**config.mk**
```make
export PLATFORM = sky130hd
export DESIGN_NAME = dnp_gen
export DESIGN_NICKNAME = d
export VERILOG_FILES = /design/src/dnp_pkg.sv /design/src/dnp_trig_if.sv /design/src/dnp_gen.sv /design/src/dnp_debounce.sv
export SDC_FILE = /design/constraint.sdc
export NUM_CORES = 1
export LEC_CHECK = 0
export BUFFER_PORTS_ARGS = -buffer_cell sky130_fd_sc_hd__buf_2
export CAP_MARGIN = 20
export CELL_PAD_IN_SITES_DETAIL_PLACEMENT = 1
export CELL_PAD_IN_SITES_GLOBAL_PLACEMENT = 2
export CORE_ASPECT_RATIO = 0.9
export CORE_MARGIN = 3
export CORE_UTILIZATION = 23
export CTS_BUF_LIST = sky130_fd_sc_hd__clkbuf_8 sky130_fd_sc_hd__clkbuf_16
export CTS_CLUSTER_DIAMETER = 200
export DETAILED_ROUTE_END_ITERATION = 6
export PLACE_DENSITY = 0.54
export SYNTH_ARGS = -nofsm -noshare
export SYNTH_HDL_FRONTEND = slang
export SYNTH_SLANG_ARGS = --single-unit
```
**constraint.sdc**
```tcl
create_clock -name mclk_i -period 2.6 [get_ports mclk_i]
set_input_delay 0.13 -clock mclk_i [delete_from_list [all_inputs] [get_ports mclk_i]]
set_output_delay 0.13 -clock mclk_i [all_outputs]
set_load 0.005 [all_outputs]
```
**src/dnp_pkg.sv**
```systemverilog
package dnp_pkg;
   // controller clock rate
   localparam int unsigned CLK_HZ = 20000000;
   // least pulse width and button hold time, in microseconds
   localparam int unsigned PULSE_MIN_US = 30000;
   localparam int unsigned DEBOUNCE_US = 50000;
   // least times scale to cycles by the clock rate in whole MHz, rounded down
   localparam int unsigned PULSE_CYC = (PULSE_MIN_US * (CLK_HZ / 1000000) + 0) ;
   localparam int unsigned DEBOUNCE_CYC = (DEBOUNCE_US * (CLK_HZ / 1000000));
   // cause bit positions
   localparam int unsigned SRC_CHASSIS = 0;
   localparam int unsigned SRC_BUTTON = 1;
   localparam int unsigned SRC_FILTER = 2;
   localparam int unsigned SRC_WDOG = 3;
   localparam int unsigned SRC_AGENT = 4;
   localparam int unsigned SRC_W = 5;
   // reset values
   localparam logic EN_RST = 1'b1;
   localparam logic [SRC_W-1:0] CAUSE_RST = 5'h00;
endpackage

```
**src/dnp_trig_if.sv**
```systemverilog
`timescale 1ns/1ns
// debounced button handed from the filter to the generator
interface dnp_trig_if;
   logic press;
   logic held;
   modport filt (output press, output held);
   modport gen (input press, input held);
endinterface

```
**src/dnp_gen.sv**
```systemverilog
`timescale 1ns/1ns
// Operation
// - pulse stays asserted at least thirty milliseconds unless reset or power-down ends it
// - one pulse, then locked until reset/rearm
// - causes latched; cause read returns and clears
// - agent cause registration recorded and triggers
// - enable flag gates, resets enabled on mains
// - five trigger sources each start a pulse, pre-timeout only with its action set
// - only button press requests a log event
// - pre-timeout maps to pulse, no other signal
// - button low fifty milliseconds before asserted
module dnp_gen #(
   parameter int unsigned PULSE_CYC = dnp_pkg::PULSE_CYC,
   parameter int unsigned HOLD_CYC = dnp_pkg::DEBOUNCE_CYC
) (
   // clock, reset, enable
   input wire logic mclk_i,
   input wire logic rst_i,
   input wire logic ce_i,
   // power events: mains cycle resets the enable flag, power-down rearms
   input wire logic ac_cycle_i,
   input wire logic pwr_down_i,
   // trigger requests, one-cycle pulses from on-clock logic
   input wire logic chassis_req_i,
   input wire logic filter_req_i,
   input wire logic wdog_pretmo_i,
   input wire logic wdog_nmi_act_i,
   input wire logic agent_set_i,
   input wire logic [dnp_pkg::SRC_W-1:0] agent_cause_i,
   // raw front button pin, active low
   input wire logic btn_n_i,
   // enable/disable command; enable also rearms
   input wire logic en_wr_i,
   input wire logic en_val_i,
   // cause query
   input wire logic cause_rd_i,
   output logic [dnp_pkg::SRC_W-1:0] cause_o,
   output logic cause_vld_o,
   // status
   output logic en_o,
   output logic locked_o,
   output logic btn_held_o,
   // pulse toward host and log request
   output logic nmi_o,
   output logic log_evt_o
);
   localparam int unsigned PW = $clog2(PULSE_CYC + 1);

   typedef enum logic [2:0] {
      ST_IDLE = 3'b001,
      ST_PULSE = 3'b010,
      ST_LOCK = 3'b100
   } dnp_state_e;

   dnp_trig_if trig ();
   dnp_state_e state_q;
   logic [PW-1:0] pcnt_q;
   logic en_q;
   logic [dnp_pkg::SRC_W-1:0] cause_q;
   logic [dnp_pkg::SRC_W-1:0] hit;
   logic fire;
   logic log_q;
   logic [dnp_pkg::SRC_W-1:0] rd_q;
   logic rd_vld_q;
   logic rearm;

   dnp_debounce #(.HOLD_CYC(HOLD_CYC)) u_deb (
      .mclk_i(mclk_i),
      .rst_i(rst_i),
      .ce_i(ce_i),
      .btn_n_i(btn_n_i),
      .trig(trig)
   );

   // per-source request vector; pre-timeout counts only with its action set
   always_comb begin
      hit = '0;
      hit[dnp_pkg::SRC_CHASSIS] = chassis_req_i;
      hit[dnp_pkg::SRC_BUTTON] = trig.press;
      hit[dnp_pkg::SRC_FILTER] = filter_req_i;
      hit[dnp_pkg::SRC_WDOG] = wdog_pretmo_i & wdog_nmi_act_i;
      if (agent_set_i) begin
         hit = hit | agent_cause_i;
      end
   end
   // an agent command triggers even with an empty cause field
   assign fire = ((|hit) | agent_set_i) & en_q;
   assign rearm = en_wr_i & en_val_i;

   // enable flag: volatile, back to enabled on reset or mains cycle only
   always_ff @(posedge mclk_i) begin
      if (rst_i || ac_cycle_i) begin
         en_q <= dnp_pkg::EN_RST;
      end else if (ce_i && en_wr_i) begin
         en_q <= en_val_i;
      end
   end

   // idle -> pulse -> locked; system reset, power-down or enable rearms
   always_ff @(posedge mclk_i) begin
      if (rst_i || pwr_down_i) begin
         state_q <= ST_IDLE;
         pcnt_q <= '0;
      end else if (ce_i) begin
         unique case (state_q)
            ST_IDLE: begin
               if (fire) begin
                  state_q <= ST_PULSE;
                  pcnt_q <= '0;
               end
            end
            ST_PULSE: begin
               if (pcnt_q == PW'(PULSE_CYC - 1)) begin
                  state_q <= ST_LOCK;
               end else begin
                  pcnt_q <= pcnt_q + PW'(1);
               end
            end
            ST_LOCK: begin
               // rearm never cuts a pulse short, it only frees the lock
               if (rearm) begin
                  state_q <= ST_IDLE;
               end
            end
         endcase
      end
   end

   // causes gather from every source at all times; set wins over the read clear
   always_ff @(posedge mclk_i) begin
      if (rst_i) begin
         cause_q <= dnp_pkg::CAUSE_RST;
         rd_q <= '0;
         rd_vld_q <= 1'b0;
      end else if (ce_i) begin
         rd_vld_q <= cause_rd_i;
         if (cause_rd_i) begin
            rd_q <= cause_q;
            cause_q <= hit;
         end else begin
            cause_q <= cause_q | hit;
         end
      end
   end

   // log request only for a button press that really fires a pulse
   always_ff @(posedge mclk_i) begin
      if (rst_i) begin
         log_q <= 1'b0;
      end else if (ce_i) begin
         log_q <= trig.press & fire & (state_q == ST_IDLE) & ~pwr_down_i;
      end
   end

   assign nmi_o = (state_q == ST_PULSE);
   assign log_evt_o = log_q;
   assign cause_o = rd_q;
   assign cause_vld_o = rd_vld_q;
   assign en_o = en_q;
   assign locked_o = (state_q == ST_LOCK);
   assign btn_held_o = trig.held;
endmodule

```
**src/dnp_debounce.sv**
```systemverilog
`timescale 1ns/1ns
module dnp_debounce #(
   parameter int unsigned HOLD_CYC = dnp_pkg::DEBOUNCE_CYC
) (
   // clock and reset
   input wire logic mclk_i,
   input wire logic rst_i,
   input wire logic ce_i,
   // raw active-low button pin
   input wire logic btn_n_i,
   // debounced result
   dnp_trig_if.filt trig
);
   localparam int unsigned CW = $clog2(HOLD_CYC + 1);
   logic sync1_q;
   logic sync2_q;
   logic [CW-1:0] cnt_q;
   logic held_q;
   logic press_q;

   // two-stage synchroniser, idle high so reset reads as released
   always_ff @(posedge mclk_i) begin
      if (rst_i) begin
         sync1_q <= 1'b1;
         sync2_q <= 1'b1;
      end else if (ce_i) begin
         sync1_q <= btn_n_i;
         sync2_q <= sync1_q;
      end
   end

   // any high sample restarts the count, so bounce never accumulates
   always_ff @(posedge mclk_i) begin
      if (rst_i) begin
         cnt_q <= '0;
         held_q <= 1'b0;
         press_q <= 1'b0;
      end else if (ce_i) begin
         press_q <= 1'b0;
         if (sync2_q) begin
            cnt_q <= '0;
            held_q <= 1'b0;
         end else if (cnt_q == CW'(HOLD_CYC - 1)) begin
            press_q <= ~held_q;
            held_q <= 1'b1;
         end else begin
            cnt_q <= cnt_q + CW'(1);
         end
      end
   end

   assign trig.press = press_q;
   assign trig.held = held_q;
endmodule

```
-- Word-level counts from Yosys, hierarchy flattened
Cells that the tools add are included.
Widths: inputs -> output; s select.
- add/subtract/negate cells: 2
- multipliers: 0
- div/mod/pow operators: 0
- $lt $le $gt $ge: 0
- equal/unequal tests: 10
- shifts and indexed selects: 0
- muxes and demuxes: 15
- bitwise operators: 11
- reductions and logical operators: 11
- operators by type and width (kind ; count):
    $mux 20 ; 4
    $add 20x1->20 const B ; 2
    $eq 20x20->1 const B ; 2
    $pmux 20 s2 ; 1
    $mux 5 ; 2
    $mux 3 ; 3
    $pmux 3 s3 ; 1
    $reduce_and 4->1 ; 2
    $and 1x1->1 ; 6
    $ne 2x1->1 const B ; 3
    $reduce_and 2->1 ; 3
    $or 4x5->5 ; 1
    $or 5x5->5 ; 1
    $reduce_or 5->1 ; 1
    $mux 1 ; 4
    $ne 2x2->1 const B ; 2
    $reduce_bool 2->1 ; 2
    $eq 3x1->1 const B ; 1
    $eq 3x2->1 const B ; 1
    $eq 3x3->1 const B ; 1
    $logic_or 1x1->1 ; 2
    $not 1->1 ; 2
    $logic_and 1x1->1 ; 1
    $or 1x1->1 ; 1
- register bits after elaboration: 60
- bits in latches: 0
- memory bits (writable): 0
- memory bits (read-only): 0
- input port bits: 19
- logic and storage cells: 61
- memories kept: 0

-- Depth between registers and ports, before layout
Gate-level depths: netlist of run 1.
- depth after elaboration: 9
- mapped depth: 9

-- Cells and area by module
Synthesis of run 1 repeated with hierarchy kept, for this count alone.
- cell total of the unflattened synthesis: 389
- area total of the unflattened synthesis: 3191.8 um^2
- by module, submodules not included (module ; times used ; cells an instance ; area an instance (um^2)):
    dnp_gen ; 1 ; 220 ; 1818.0
    dnp_debounce ; 1 ; 169 ; 1373.8

-- Least setup slack after synthesis of run 1
Ideal clock, no wire load.
- path kind: register to register
- from: register pcnt_q[0]
- to: register pcnt_q[0]
- arrival: 1.793 ns
- slack: 0.737 ns
- stages on the path, launching flop included: 10
- path buffers: 3
- period minus slack after synthesis: 1.863 ns
- path through: dfxtp_1 -> ha_1 -> and2_1 -> buf_4 -> nand4_4 -> o41ai_4 -> buf_6 -> buf_8 -> o21ai_0 -> a21oi_1
- cells in the longest elaborated chain, start to end: 3
- RTL lines (item ; RTL line ; RTL):
    from (decl) ; dnp_gen.sv:57 ; logic [PW-1:0] pcnt_q;
    from (signal assigned) ; dnp_gen.sv:116 ; pcnt_q <= pcnt_q + PW'(1);
    $add 20x1->20 or $eq 20x20->1 (tied branches) ; dnp_gen.sv:116, dnp_gen.sv:113 ;
    $mux 20 or $ne 2x2->1 (tied branches) ; -- ;
    $pmux 20 s2 or $reduce_and 4->1 (tied branches) ; -- ;
Parallel ways exist; a longest one is shown, timed or not. The select of a mux whose other input is x is not followed.
A chain may end at the register's enable or synchronous reset.

-- Worst setup path after layout of run 1
- from: register pcnt_q[0]
- to: register pcnt_q[19]
Same word-level chain as after synthesis.

==> results.toml, run 1 <==
[logic_synthesis]
synthDominantCellAreaShare_pct = 39.1
yosysTopAreaCell = "dfxtp_1"
post-synth-top-count-cell = "dfxtp_1"
synthFlopType = "dfxtp_1"
synth_warnings = 0
synth_edf_count = 0
synthCells = 360
syn_area_per_cell_um2 = 8.53
synthTopCellsByCount = "dfxtp_1 (60), nand2_1 (43), a21oi_1 (33), nor2_1 (28), or3_1 (14)"
syn_area_um2 = 3070
seq_area_frac_synth_pct = 39.1
synth-seq-cells = 60
synth-async-reset-ratio_pct = 0
syn_nets = 381
ys_types = 60
synthTopCellsByArea = "dfxtp_1 (39%), a21oi_1 (5.4%), nand2_1 (5.3%)"

[timing]
tightest_slew_ns = 0.681
fmax_ghz = 0.467
slew_violations = 0
clock_skew_ns = 0.00521
fin_crit_sh_pct = 82.3
fin_setup_tns_ns = 0
finalHoldViolations = 0
setup_viol = 0
rsz0062_at_grt = "no"
finalCriticalPeriod_ns = 2.14
relSlewSlack_pct = 54.6

[floorplanning]
start_util_pct = 23.8
num_rows = 39
die_h_um = 116
die_w_um = 128
ioPinCount = 30
die_area_um2 = 14800
core_um2 = 12900

[placement]
dp_hpwl_um = 6010
gp_congestion = 0.706
portBuffers = 29

[clocking]
clkSinkCount = 60
cts_max_level = 3
cts-root-buf = "clkbuf_16"
cts_resized = 0
ctsLongestPathBuffers = 2
clkTransAtPathRegs_ns = 0.05
cts_tree = "built"
cts_buffers = 9
clk_latency_ns = 0.33

[outcome]
status = "finished, final reports clean"

[drt]
wirelength_um = 8560
drt-initial-drc-count = 87
drc = 0
wl_per_cell_um = 15.4
vias_per_cell = 5.04
vias = 2800
ant_nets = 0
detail_route.first_pass.iterations = 4

[power_and_ir_drop]
clkPwrFrac_pct = 50.6
p_leak_nw = 1.29
switching_share_pct = 23.6
p_int_mw = 1.72
p_per_area_nw_per_um2 = 612
ir_worst_vdd_uv = 265
pwr-share-comb_pct = 7.2
p_switching_mw = 0.530
p_total_mw = 2.25
power_frac_seq_pct = 42.3

[worst_setup_path]
slowest_stage = "dfxtp_1"
endpoint_kind = "register"
crit_required_ns = 2.78
max_stage_delay_ns = 0.38
cp_max_fo = 26
critical_path_class = "register to register"
crit_chain = "ha_1, and2_1, nand4_4, o41ai_4, buf_4, or4_1, a21oi_1"
startpoint_type = "register"
worstPathArrival_ns = 2.32

[final_layout]
final_nets = 410
fill_cells = 1540
area_delta_synth_final_pct = 19.6
drive_above_1_share_pct = 15.6
antenna_cells = 0

[grt]
grt_pass1_vias = 2905
grt_start_max_net_pins = 27
grt-ovfl-total = 0
grt_pass1_wl_um = 14700
antenna_found_initial = 0
grt_usage_pct = 12.5

[worst_hold_path]
min_path_type = "input pin to register"

[flow_run]
drv_cap = 0
==> path summary, 6_finish.rpt <==
kind / depth (start not counted) / start / slack [ns] / end
worst max-delay path: 7 / pcnt_q[0] / 0.46 / pcnt_q[19]
worst min-delay path: 2 / btn_n_i / 0.02 / u_deb.sync1_q
worst max register to register: 7 / pcnt_q[0] / 0.46 / pcnt_q[19]
worst min register to register: 2 / cause_o[1] / 0.45 / cause_o[1]
==> cells by family after synthesis <==
family | after synthesis | share of synthesized area, %
buffers and inverters | 24 | 3.79
flip-flops | 60 | 39.1
AND/OR/NAND/NOR | 168 | 31.3
adder cells (fa/ha/maj) | 2 | 0.815
XOR/XNOR | 11 | 3.14
multiplexers | 7 | 2.28
AO/OA/AOI/OAI | 88 | 19.5
==> final cells by class <==
| class | instances | area (um^2) | share of cell area [%] |
|---|---|---|---|
| Inverter | 5 | 18.8 | 0.511 |
| Multi-Input combinational cell | 276 | 1750 | 47.7 |
| Sequential cell | 60 | 1200 | 32.7 |
| Clock inverter | 5 | 47.5 | 1.30 |
| Clock buffer | 9 | 225 | 6.14 |
| Timing Repair Buffer | 37 | 220 | 6.00 |
| Tap cell | 164 | 205 | 5.59 |
==> power by group through the flow <==
| stage | logic [mW] | clock network, mW | registers, mW |
|---|---|---|---|
| 4_1_cts | 0.165 | 1.19 | 0.948 |
| 3_5_place_dp | 0.163 | 0 | 0.968 |
| 6_report | 0.161 | 1.14 | 0.949 |
| 5_1_grt | 0.183 | 1.23 | 0.951 |
| 3_3_place_gp | 0.162 | 0 | 0.968 |
| 2_1_floorplan | 0.113 | 0 | 0.963 |
==> what timing repair did <==
item / CTS / global route
hold endpoints to repair: 1 / 0
hold buffers: 1 / 0
buffers inserted: 0 / 0
==> critical path, delay by kind of cell (launching register included) <==
family | cells | cell delay, ns
adders and majority gates | 1 | 0.21
DFF | 1 | 0.38
and+or+nand+nor | 3 | 0.71
buffers and inverters | 1 | 0.32
AOI/OAI and AO/OA | 2 | 0.37
==> registers in the layout, indices dropped and copies added (netlist names), 3 cells and up <==
signal	count
cause_o	5
cause_q	5
pcnt_q	20
state_q	3
u_deb.cnt_q	20
==> metrics by stage <==
stage                     util (%)  instance area (um^2)  instances  hold slack, ns  setup WS [ns]
final                         28.5                  3670        556          0.0175          0.461
after global routing          28.5                  3670        556         0.00949          0.279
after CTS                     28.5                  3670        556        0.000896          0.481
after detailed placement      26.3                  3390        541           0.331          0.499
after global placement        26.3                  3390        541           0.329          0.517
after floorplan                  -                  3070        360           0.232          0.737
==> placed cells by master (no fill, tap or decap), types with 3 or more instances in the layout <==
| cell | count |
|---|---|
| nand2_1 | 43 |
| dfxtp_1 | 60 |
| clkbuf_16 | 9 |
| buf_2 | 29 |
| a21oi_1 | 33 |
| nor3_1 | 5 |
| and2_1 | 3 |
| nand4_1 | 11 |
| nand2b_1 | 4 |
| or3_1 | 14 |
| o2111ai_1 | 4 |
| o31ai_1 | 12 |
| nand4b_1 | 3 |
| nor2_1 | 28 |
| xor2_1 | 9 |
| nand3_1 | 13 |
| o211ai_1 | 5 |
| a22oi_1 | 4 |
| buf_4 | 6 |
| o21ai_0 | 8 |
| nor4b_1 | 3 |
| or4_1 | 10 |
| and3_1 | 4 |
| and4_1 | 7 |
| mux2i_1 | 7 |
| a21o_1 | 4 |
| inv_1 | 7 |
==> routing by layer <==
layer	share of wire [%]	global-route usage, %
met5	0	0
met4	1.2	3.39
met3	4.2	4.47
met2	43	18.7
met1	52	17.2
Power figures use the tool's default switching activity.
==> inputs of run 2 (changes only) <==
ABC_AREA = 1   (was default)
PLACE_DENSITY = 0.61   (was 0.54)
clock period = 1.88 ns   (was 2.6 ns; I/O delays follow)
==> run 2 against run 1 <==
Largest cell class unchanged. Critical path depth rose by 1. Clock skew rose by 0.0020 ns. Sequential share of layout area decreased by 5.4 points. Highest routed layer unchanged. Synthesized cell count increased by 59%. Wire length is 36% higher.
==> results.toml, run 2 <==
[outcome]
status = "finished, final reports clean"

[clocking]
clkSinkCount = 60
cts_tree = "built"
ctsLongestPathBuffers = 2
cts_max_level = 3
clkTransAtPathRegs_ns = 0.06
clk_latency_ns = 0.34
cts_buffers = 9
post-cts-setup-buffers = 0
cts-root-buf = "clkbuf_16"

[worst_setup_path]
crit_required_ns = 2.13
critical_path_class = "register to register"
worstPathArrival_ns = 1.95
cp_max_fo = 10
startpoint_type = "register"
endpoint_kind = "register"

[timing]
relSlewSlack_pct = 73.4
finalHoldViolations = 0
finalCriticalPeriod_ns = 1.69
fmax_ghz = 0.590
slew_violations = 0
fin_crit_sh_pct = 90.1
rsz0062_at_grt = "no"
fin_setup_tns_ns = 0
tightest_slew_ns = 0.395
clock_skew_ns = 0.00721
setup_viol = 0
hold_ws_ns = 0.0135

[grt]
grt_usage_pct = 13.9
grt_pass1_wl_um = 19400
grt-ovfl-total = 0
grt_start_max_net_pins = 21
grt_pass1_vias = 3831
antenna_found_initial = 0

[logic_synthesis]
synthTopCellsByCount = "nand2_1 (162), nor2_1 (109), dfxtp_1 (60), nand3_1 (52), inv_1 (44)"
yosysTopAreaCell = "dfxtp_1"
synthCells = 573
synthFlopType = "dfxtp_1"
synth_edf_count = 0
synthTopCellsByArea = "dfxtp_1 (33%), nand2_1 (17%), nor2_1 (11%)"
synthDominantCellAreaShare_pct = 33.3
syn_nets = 594
synth-seq-cells = 60
seq_area_frac_synth_pct = 33.3
post-synth-top-count-cell = "nand2_1"
syn_area_um2 = 3610
syn_area_per_cell_um2 = 6.30
ys_types = 30
synth-async-reset-ratio_pct = 0
synth_warnings = 0

[floorplanning]
core_um2 = 15000
die_w_um = 138
num_rows = 42
ioPinCount = 30
die_h_um = 125
die_area_um2 = 17200
start_util_pct = 24.0

[flow_run]
drv_cap = 0

[drt]
vias = 3723
detail_route.first_pass.iterations = 4
vias_per_cell = 4.52
drt-initial-drc-count = 134
ant_nets = 0
wl_per_cell_um = 14.2
drc = 0
wirelength_um = 11700

[power_and_ir_drop]
switching_share_pct = 25.6
ir_worst_vdd_uv = 512
p_switching_mw = 0.803
p_int_mw = 2.33
power_frac_seq_pct = 41.8
p_per_area_nw_per_um2 = 713
p_total_mw = 3.14
clkPwrFrac_pct = 49.7
pwr-share-comb_pct = 8.5
p_leak_nw = 1.53

[placement]
dp.cells = 806
place_area_um2 = 4070
gp_congestion = 0.763
dp_hpwl_um = 8680
portBuffers = 29

[final_layout]
drive_above_1_share_pct = 16.6
layout_commonest_cell = "nand2_1"
stdcell_area_um2 = 4400
antenna_cells = 0
final_nets = 642
finalNonFillerCells = 823
largest_registers = "pcnt_q x20, u_deb.cnt_q x20"
mostFrequentLayoutCells = "nand2_1 (162), nor2_1 (108), dfxtp_1 (60), nand3_1 (51), inv_1 (44)"
fill_cells = 1976
area_delta_synth_final_pct = 21.8

[worst_hold_path]
min_path_type = "input pin to register"
[run 2: changes by cell type after synthesis, sizes merged, moves of 10 or more]
cell and change:
o31ai -12, inv +41, nand2 +135, nand3 +39
a21oi +10, or3 -14, nor2 +86, or4 -10
[run 2: metal layers]
layer	global-route usage (%)	vias to the layer above	routed length, um
li1	-	1921	-
met1	18.5	1745	5850
met2	21.9	46	5180
met3	3.57	11	440
met4	4.53	0	186
met5	0	-	0
[run 2: kinds of logic (layout without fill, tap and decap cells)]
group / Yosys count / after routing / synth area share, %
AOI/OAI and AO/OA: 59 / 59 / 9.67
xor gates and xnor gates: 16 / 16 / 3.88
adders and majority gates: 2 / 2 / 0.693
and+or+nand+nor: 371 / 371 / 44.5
buffers and inverters: 65 / 117 / 7.97
DFF: 60 / 60 / 33.3
[run 2: power groups by stage]
stage / sequential (mW) / clock, mW / combinational, mW
after floorplan: 1.34 / 0 / 0.172
after global placement: 1.34 / 0 / 0.261
after detailed placement: 1.34 / 0 / 0.265
after CTS: 1.31 / 1.64 / 0.269
after global routing: 1.31 / 1.68 / 0.302
final: 1.31 / 1.56 / 0.267
[run 2: stage by stage]
stage | utilization, % | worst slack, ns
global placement | 27.1 | 0.199
CTS | 29.1 | 0.0941
floorplan | - | 0.243
finish | 29.3 | 0.186
detailed placement | 27.1 | 0.108
global route | 29.3 | 0.0187
[run 2: area by class of cell]
class | count | area, um^2 | share of cell area, %
Clock buffer | 11 | 253 | 5.75
Inverter | 47 | 179 | 4.07
Sequential cell | 60 | 1200 | 27.3
Tap cell | 198 | 248 | 5.63
Clock inverter | 4 | 25.0 | 0.569
Timing Repair Buffer | 55 | 345 | 7.85
Multi-Input combinational cell | 448 | 2150 | 48.8
[run 2: worst paths after layout]
check / startpoint / endpoint / slack (ns) / cells past startpoint
worst min-delay path: pwr_down_i / state_q[0] / 0.01 / 3
worst max register to register: u_deb.cnt_q[1] / u_deb.cnt_q[12] / 0.19 / 8
worst min register to register: cause_q[3] / cause_q[3] / 0.47 / 2
worst max-delay path: u_deb.cnt_q[1] / u_deb.cnt_q[12] / 0.19 / 8
[run 2: what timing repair did]
| item | CTS | global route |
|---|---|---|
| hold buffers | 2 | 0 |
| hold endpoints to repair | 2 | 0 |
| endpoints found under the setup margin | 0 | 27 |
| resized for setup | 0 | 7 |
[run 2: worst max-delay path: stages, from the launching register on]
cell	delay [ns]
dfxtp_1	0.37
ha_1	0.20
nand3_2	0.14
nor2_1	0.13
nand4_1	0.17
nand2_4	0.16
buf_4	0.20
nand2_1	0.06
a21oi_1	0.17
